File: src/pled_cfg.svh
/*
 * Timing counts and option defaults for the front-panel power LED patterns.
 * Assumes a 20 MHz system clock; all pattern times are whole quarter seconds.
 */
// Function
// - working state: LED solid on in primary color, no blinking.
// - working indication on after reset; a setting can turn it off.
// - standby: alternate color 0.25 s on, 0.25 s off, repeating.
// - standby blink is default; a setting replaces it with another indication.
// - low-power ready mode: primary color 1 s on, 1 s off, repeating.
// - firmware update: off first, then 0.5 s on / 0.5 s off until done.
// - memory error: three 1 s on/off cycles, 2.5 s off, repeat forever.
// - thermal trip: primary color 0.25 s on, 0.25 s off.
// - thermal trip stops after exactly 16 blinks, 8 seconds total.
// - recoverable self-test error shows its error pattern on the LED.
`ifndef PLED_CFG_SVH
`define PLED_CFG_SVH

`define PLED_CLK_HZ        20000000
`define PLED_TICK_MS       250
`define PLED_TICK_CYC      ((`PLED_CLK_HZ / 1000) * `PLED_TICK_MS)
`define PLED_STBY_PH       8'h01
`define PLED_READY_PH      8'h04
`define PLED_FWUP_PH       8'h02
`define PLED_MEM_PH        8'h04
`define PLED_MEM_PAUSE     8'h0A
`define PLED_MEM_BLINKS    8'h03
`define PLED_THERM_PH      8'h01
`define PLED_THERM_BLINKS  8'h10
`define PLED_WORK_EN_RST   1'b1
`define PLED_STBY_ALT_RST  1'b0

`endif

File: src/pled_pkg.sv
/*
 * Types for the power LED pattern generator.
 * Assumes pled_cfg.svh is included by the modules that need the counts.
 */
package pled_pkg;

    typedef enum logic [2:0] {
        PLED_OFF   = 3'h0,
        PLED_WORK  = 3'h1,
        PLED_STBY  = 3'h3,
        PLED_READY = 3'h2,
        PLED_FWUP  = 3'h6,
        PLED_THERM = 3'h7,
        PLED_MEM   = 3'h5
    } pled_pat_t;

    typedef struct packed {
        logic working;
        logic standby;
        logic ready_mode;
        logic fw_update;
        logic mem_error;
        logic therm_trip;
    } pled_req_t;

    typedef struct packed {
        logic primary;
        logic alternate;
    } pled_led_t;

endpackage

File: src/pled_tick.sv
/*
 * Quarter-second tick divider.
 * Assumes the 20 MHz clk_sys; restart realigns the tick phase to zero.
 */
`timescale 1ns/1ps
`include "pled_cfg.svh"

module pled_tick
    import pled_pkg::*;
(
    // clock and reset
    input  wire logic clk_sys,
    input  wire logic rst,
    // control
    input  wire logic restart,
    output logic      tick
);

    typedef struct packed {
        logic [22:0] cnt;
        logic        tick;
    } pled_tick_st_t;

    pled_tick_st_t st;
    pled_tick_st_t next_st;

    always_comb
    begin
        next_st = st;
        next_st.tick = 1'b0;
        if (restart)
        begin
            next_st.cnt = 23'h000000;
        end
        else if (st.cnt == 23'(`PLED_TICK_CYC - 1))
        begin
            next_st.cnt = 23'h000000;
            next_st.tick = 1'b1;
        end
        else
        begin
            next_st.cnt = st.cnt + 23'h000001;
        end
    end

    always_ff @(posedge clk_sys)
    begin
        if (rst)
        begin
            st <= '0;
        end
        else
        begin
            st <= next_st;
        end
    end

    assign tick = st.tick;

endmodule

File: src/pled_top.sv
/*
 * Front-panel power LED pattern generator: picks the highest-priority
 * request and drives a two-color LED with its blink pattern.
 * Assumes request and setting inputs come from logic on clk_sys.
 */
`timescale 1ns/1ps
`include "pled_cfg.svh"

module pled_top
    import pled_pkg::*;
(
    // clock and reset
    input  wire logic      clk_sys,
    input  wire logic      rst,
    // state and condition requests
    input  wire pled_req_t req,
    input  wire logic      post_err,
    // settings
    input  wire logic      work_disable,
    input  wire logic      stby_alt_sel,
    // led
    output pled_led_t      led
);

    typedef struct packed {
        pled_pat_t pat;
        logic      work_en;
        logic      stby_alt;
        logic      therm_done;
        logic [7:0] phase_cnt;
        logic [7:0] blinks;
        logic      on;
        logic      pause;
        pled_led_t led;
    } pled_st_t;

    pled_st_t  st;
    pled_st_t  next_st;
    pled_pat_t sel;
    logic      tick;
    logic      restart;

    always_comb
    begin
        if (req.mem_error || post_err)
        begin
            sel = PLED_MEM;
        end
        // therm_done keeps a finished warning from being picked again
        else if (req.therm_trip && !st.therm_done)
        begin
            sel = PLED_THERM;
        end
        else if (req.fw_update)
        begin
            sel = PLED_FWUP;
        end
        else if (req.working)
        begin
            sel = PLED_WORK;
        end
        else if (req.standby)
        begin
            sel = PLED_STBY;
        end
        else if (req.ready_mode)
        begin
            sel = PLED_READY;
        end
        else
        begin
            sel = PLED_OFF;
        end
    end

    assign restart = (sel != st.pat);

    pled_tick u_tick (
        .clk_sys (clk_sys),
        .rst     (rst),
        .restart (restart),
        .tick    (tick)
    );

    function automatic logic [7:0] ph_len(input pled_pat_t p);
        unique case (p)
            PLED_STBY:  ph_len = `PLED_STBY_PH;
            PLED_READY: ph_len = `PLED_READY_PH;
            PLED_FWUP:  ph_len = `PLED_FWUP_PH;
            PLED_MEM:   ph_len = `PLED_MEM_PH;
            PLED_THERM: ph_len = `PLED_THERM_PH;
            default:    ph_len = 8'h01;
        endcase
    endfunction

    // every phase, pause included, ends on the count before its length
    function automatic logic last_step(input logic [7:0] cnt, input logic [7:0] len);
        last_step = (cnt == len - 8'h01);
    endfunction

    // shared by the phase and blink counters
    function automatic logic [7:0] bump(input logic [7:0] cnt);
        bump = cnt + 8'h01;
    endfunction

    // led levels for a state; dark phases and a finished warning show nothing
    function automatic pled_led_t led_of(input pled_st_t s);
        led_of = '0;
        unique case (s.pat)
            PLED_OFF:
            begin
                led_of = '0;
            end
            PLED_WORK:
            begin
                led_of.primary = s.work_en;
            end
            PLED_STBY:
            begin
                // alternate indication: steady alternate color
                if (s.stby_alt)
                    led_of.alternate = 1'b1;
                else
                    led_of.alternate = s.on;
            end
            PLED_READY:
            begin
                led_of.primary = s.on;
            end
            PLED_FWUP:
            begin
                led_of.primary = s.on;
            end
            PLED_MEM:
            begin
                led_of.primary = s.on && !s.pause;
            end
            PLED_THERM:
            begin
                led_of.primary = s.on && !s.therm_done;
            end
            default:
            begin
                led_of = '0;
            end
        endcase
    endfunction

    always_comb
    begin
        next_st = st;
        next_st.work_en = !work_disable;
        next_st.stby_alt = stby_alt_sel;
        if (!req.therm_trip)
            next_st.therm_done = 1'b0;
        // a pattern change wins over a tick landing in the same cycle
        if (restart)
        begin
            next_st.pat = sel;
            next_st.phase_cnt = 8'h00;
            next_st.blinks = 8'h00;
            next_st.pause = 1'b0;
            // update starts dark; others start lit
            next_st.on = (sel != PLED_FWUP);
        end
        else if (tick)
        begin
            if (st.pause)
            begin
                // pause counts ticks like a phase, with its own length
                if (last_step(st.phase_cnt, `PLED_MEM_PAUSE))
                begin
                    next_st.pause = 1'b0;
                    next_st.on = 1'b1;
                    next_st.phase_cnt = 8'h00;
                end
                else
                    next_st.phase_cnt = bump(st.phase_cnt);
            end
            else if (last_step(st.phase_cnt, ph_len(st.pat)))
            begin
                next_st.phase_cnt = 8'h00;
                next_st.on = !st.on;
                if (!st.on)
                begin
                    next_st.blinks = bump(st.blinks);
                    if (st.pat == PLED_MEM && last_step(st.blinks, `PLED_MEM_BLINKS))
                    begin
                        next_st.blinks = 8'h00;
                        next_st.pause = 1'b1;
                        next_st.on = 1'b0;
                    end
                    // warning ends dark; it is not picked again until the request drops
                    if (st.pat == PLED_THERM && last_step(st.blinks, `PLED_THERM_BLINKS))
                        next_st.therm_done = 1'b1;
                end
            end
            else
                next_st.phase_cnt = bump(st.phase_cnt);
        end
        // led drive from the state just computed, so it lands with the pattern
        next_st.led = led_of(next_st);
    end

    always_ff @(posedge clk_sys)
    begin
        if (rst)
        begin
            st <= '0;
            st.pat <= PLED_OFF;
            st.work_en <= `PLED_WORK_EN_RST;
            st.stby_alt <= `PLED_STBY_ALT_RST;
        end
        else
        begin
            st <= next_st;
        end
    end

    assign led = st.led;

endmodule

File: config.mk
export PLATFORM = sky130hd
export DESIGN_NAME = pled_top
export DESIGN_NICKNAME = d
export VERILOG_FILES = /design/src/pled_pkg.sv /design/src/pled_tick.sv /design/src/pled_top.sv
export VERILOG_INCLUDE_DIRS = /design/src
export SDC_FILE = /design/constraint.sdc
export NUM_CORES = 1
export LEC_CHECK = 0
export ABC_AREA = 1
export BUFFER_PORTS_ARGS = -buffer_cell sky130_fd_sc_hd__buf_2
export CORE_UTILIZATION = 25
export CTS_CLUSTER_SIZE = 20
export DETAILED_ROUTE_END_ITERATION = 8
export SETUP_SLACK_MARGIN = 0.5
export SYNTH_ARGS = -nofsm -noshare
export SYNTH_HDL_FRONTEND = slang
export SYNTH_HIERARCHICAL = 1
export SYNTH_SLANG_ARGS = --single-unit
File: constraint.sdc
create_clock -name clk_sys -period 4.5 [get_ports clk_sys]
set_clock_uncertainty 0.15 [all_clocks]
set_input_delay 0.9 -clock clk_sys [delete_from_list [all_inputs] [get_ports clk_sys]]
set_output_delay 0.9 -clock clk_sys [all_outputs]
set_load 0.01 [all_outputs]
==> flow_metrics.tcl <==
set metrics [dict create \
    status "finished, final reports clean" \
    rrSetupSlack_ps 2560 \
    vias_per_cell 4.347 \
    cts_buffers 5 \
    cp.arrival_ps 2380 \
    path_clk_slew_ps 70 \
    design.portCount 13 \
    rr_worst_depth 11 \
    cts_root_buf "clkbuf_16" \
    synth_cell_types 36 \
    clk_latency_ps 290 \
    setup_tns_ps 0 \
    antenna_found_initial 1 \
    power_mw 0.9282 \
    fmax_mhz 433.0 \
    worst-path-buf-inv 2 \
    coreArea_mm2 0.01098 \
    pre_cts_ws_ps 1868 \
    crit_family "simple AND/OR/NAND/NOR gates" \
    syn_to_final_growth_pct 12.66 \
    ant_nets 0 \
    yosys.area.top_type "dfxtp_1" \
    hold_viol 0 \
    synth_seq_area_share_pct 33.52 \
    layout_setup_ws_ps 2190 \
    post_cts_resized 0 \
    vias 2530 \
    first_pass_iters 4 \
    hold_end "u_tick/st[1]$_SDFF_PP0_" \
    layout_common_cells "96 x nand2_1, 76 x nor2_1, 55 x inv_1" \
    worst_slew_pin_slew_ps 451.7 \
    nets 456 \
    die_h_um 109.1 \
    grt_usage_pct 10.81 \
    synth_nets 443 \
    grt_max_degree 24 \
    layout_commonest_cell "nand2_1" \
    fin_crit_sh_pct 51.32 \
    dieArea_mm2 0.01190 \
    fin_util_pct 29.40 \
    power.leakage_nw 1.206 \
    cts_tree "done" \
    rsz0062_at_grt "no" \
    routed_wl_um 5922 \
    peakVddDrop_mv 0.1517 \
    grt_overflow 0 \
    cp_slowest_stage_delay_ps 290 \
    critical_path_class "in -> reg" \
    final_area_mm2 0.003229 \
    synth.area.top_cells "dfxtp_1 34%, nand2_1 13%, nor2_1 10%, inv_1 7.2%, nand3_1 5.9%" \
    cts.sinks 48 \
    die_w_um 109.1 \
    cp.required_ps 4570 \
    finalSetupViolCount 0 \
    worst_setup_path_end_kind "flop" \
    cp-start-kind "input pin" \
    syn-cell-area_mm2 0.002866 \
    cp_cell_sequence "buf_2 -> o21ai_0 -> nand2_1 -> nand2_1 -> nand3_1 -> inv_1 -> nand2_4 -> nor2_1 -> nand2_2 -> a21oi_1" \
    critPathMostFrequentCell "nand2_1" \
    yosysWarnings 6 \
    rows 38 \
    drive_gt1_share_pct 14.06 \
    drt-initial-drc-count 154 \
    grt_pass1_wl_um 10320 \
    h-tree-depth 2 \
    placed_cell_area_mm2 0.003049 \
    postSynthCellCount 427 \
    min_path_cells 1 \
    min_period_ps 2310 \
    dpl.hpwl_um 4539 \
    drc 0 \
    hp-start "u_tick/st[1]$_SDFF_PP0_" \
    netlist.area_leader.share_pct 33.52 \
    cts_setup_buffers 0 \
    cellPowerDensity_mw_per_mm2 287.4 \
    gp_congestion 0.7955 \
    drt-wirelength-per-cell_um 10.18 \
    cts_buffer_depth 2 \
    r2r-end "u_tick/st[10]$_SDFF_PP0_" \
    r2r-start "st[20]$_SDFF_PP0_" \
    finalMaxSlewViolations 0 \
    crit_path_top_delay_cell "nand2_2" \
    grt_pass1_vias 2394 \
    path_max_fanout 23 \
    postCtsHoldBufs 0 \
    avgSynthCellArea_um2 6.713 \
    port_buffers 12 \
    hold_class "reg -> reg" \
    synth_seq_cells 48 \
    maxSlewHeadroom_pct 69.78 \
    start_util_pct 26.10 \
    drv_cap 0 \
]
==> worst max-delay path by stage <==
stage	from	endpoint	slack, ps	cells after the start
2_1_floorplan	req[1]	led[1]$_SDFF_PP0_	2320	14
4_1_cts	req[5]	u_tick/st[21]$_SDFF_PP0_	2170	10
3_3_place_gp	req[5]	u_tick/st[21]$_SDFF_PP0_	1950	10
5_1_grt	req[5]	u_tick/st[4]$_SDFF_PP0_	2010	10
3_5_place_dp	req[5]	u_tick/st[12]$_SDFF_PP0_	1870	10
6_report	req[5]	u_tick/st[12]$_SDFF_PP0_	2190	10
==> final cells by class <==
type                            instances  area (um2)
Fill cell                            1181        7754
Multi-Input combinational cell        314        1632
Sequential cell                        48       960.9
Inverter                               59       221.5
Tap cell                              140       175.2
Clock buffer                            6       138.9
Timing Repair Buffer                   12       60.06
Clock inverter                          2       38.79
Antenna cell                            1       2.502
==> synth_stat cells, drive strengths merged <==
| library cell | n |
|---|---|
| a21oi | 21 |
| a2bb2oi | 1 |
| buf | 5 |
| clkbuf | 1 |
| dfxtp | 48 |
| ha | 5 |
| inv | 59 |
| nand2 | 107 |
| nand3 | 40 |
| nand3b | 1 |
| nand4 | 8 |
| nor2 | 89 |
| nor3 | 9 |
| nor3b | 2 |
| nor4 | 1 |
| o21ai | 8 |
| o21bai | 3 |
| o31ai | 2 |
| or2 | 4 |
| xnor2 | 3 |
| xor2 | 10 |
==> through the flow <==
step,instances,hold slack (ps)
CTS,581,298.9
global placement,573,286.4
global route,581,336.9
finish,582,294.7
detailed placement,573,287.8
floorplan,427,267.3
==> state kept, by name, summed over array words and instances (netlist names) <==
name         cells
u_tick/st       23
led              2
st              22
u_tick/tick      1
==> where the power goes <==
part	internal (mW)	switching (mW)
Combinational	0.0168	0.0364
Sequential	0.428	0.00305
Clock	0.278	0.165
==> kinds of logic (layout without fill, tap and decap cells) <==
logic type               Yosys count  after routing  share of synthesized area (%)
AND/OR/NAND/NOR                  261            261                          43.61
buffers and inverters             65             79                          9.559
XOR/XNOR                          13             13                          3.972
AO/OA/AOI/OAI                     35             35                          7.159
adder cells (fa/ha/maj)            5              5                          2.182
other                              0              1                              0
flip-flops                        48             48                          33.52
==> routing by layer <==
metal  track usage, %  vias to the layer above  routed length (um)  part of all wire (%)
met3            2.989                        6                 218                   3.7
met1            13.56                     1137                2964                    50
met2            17.65                       23                2688                    45
li1                 -                     1364                   -                     -
met5                0                        -                   0                     0
met4            3.668                        0                  51                  0.86
(Power assumes the default switching activity.)
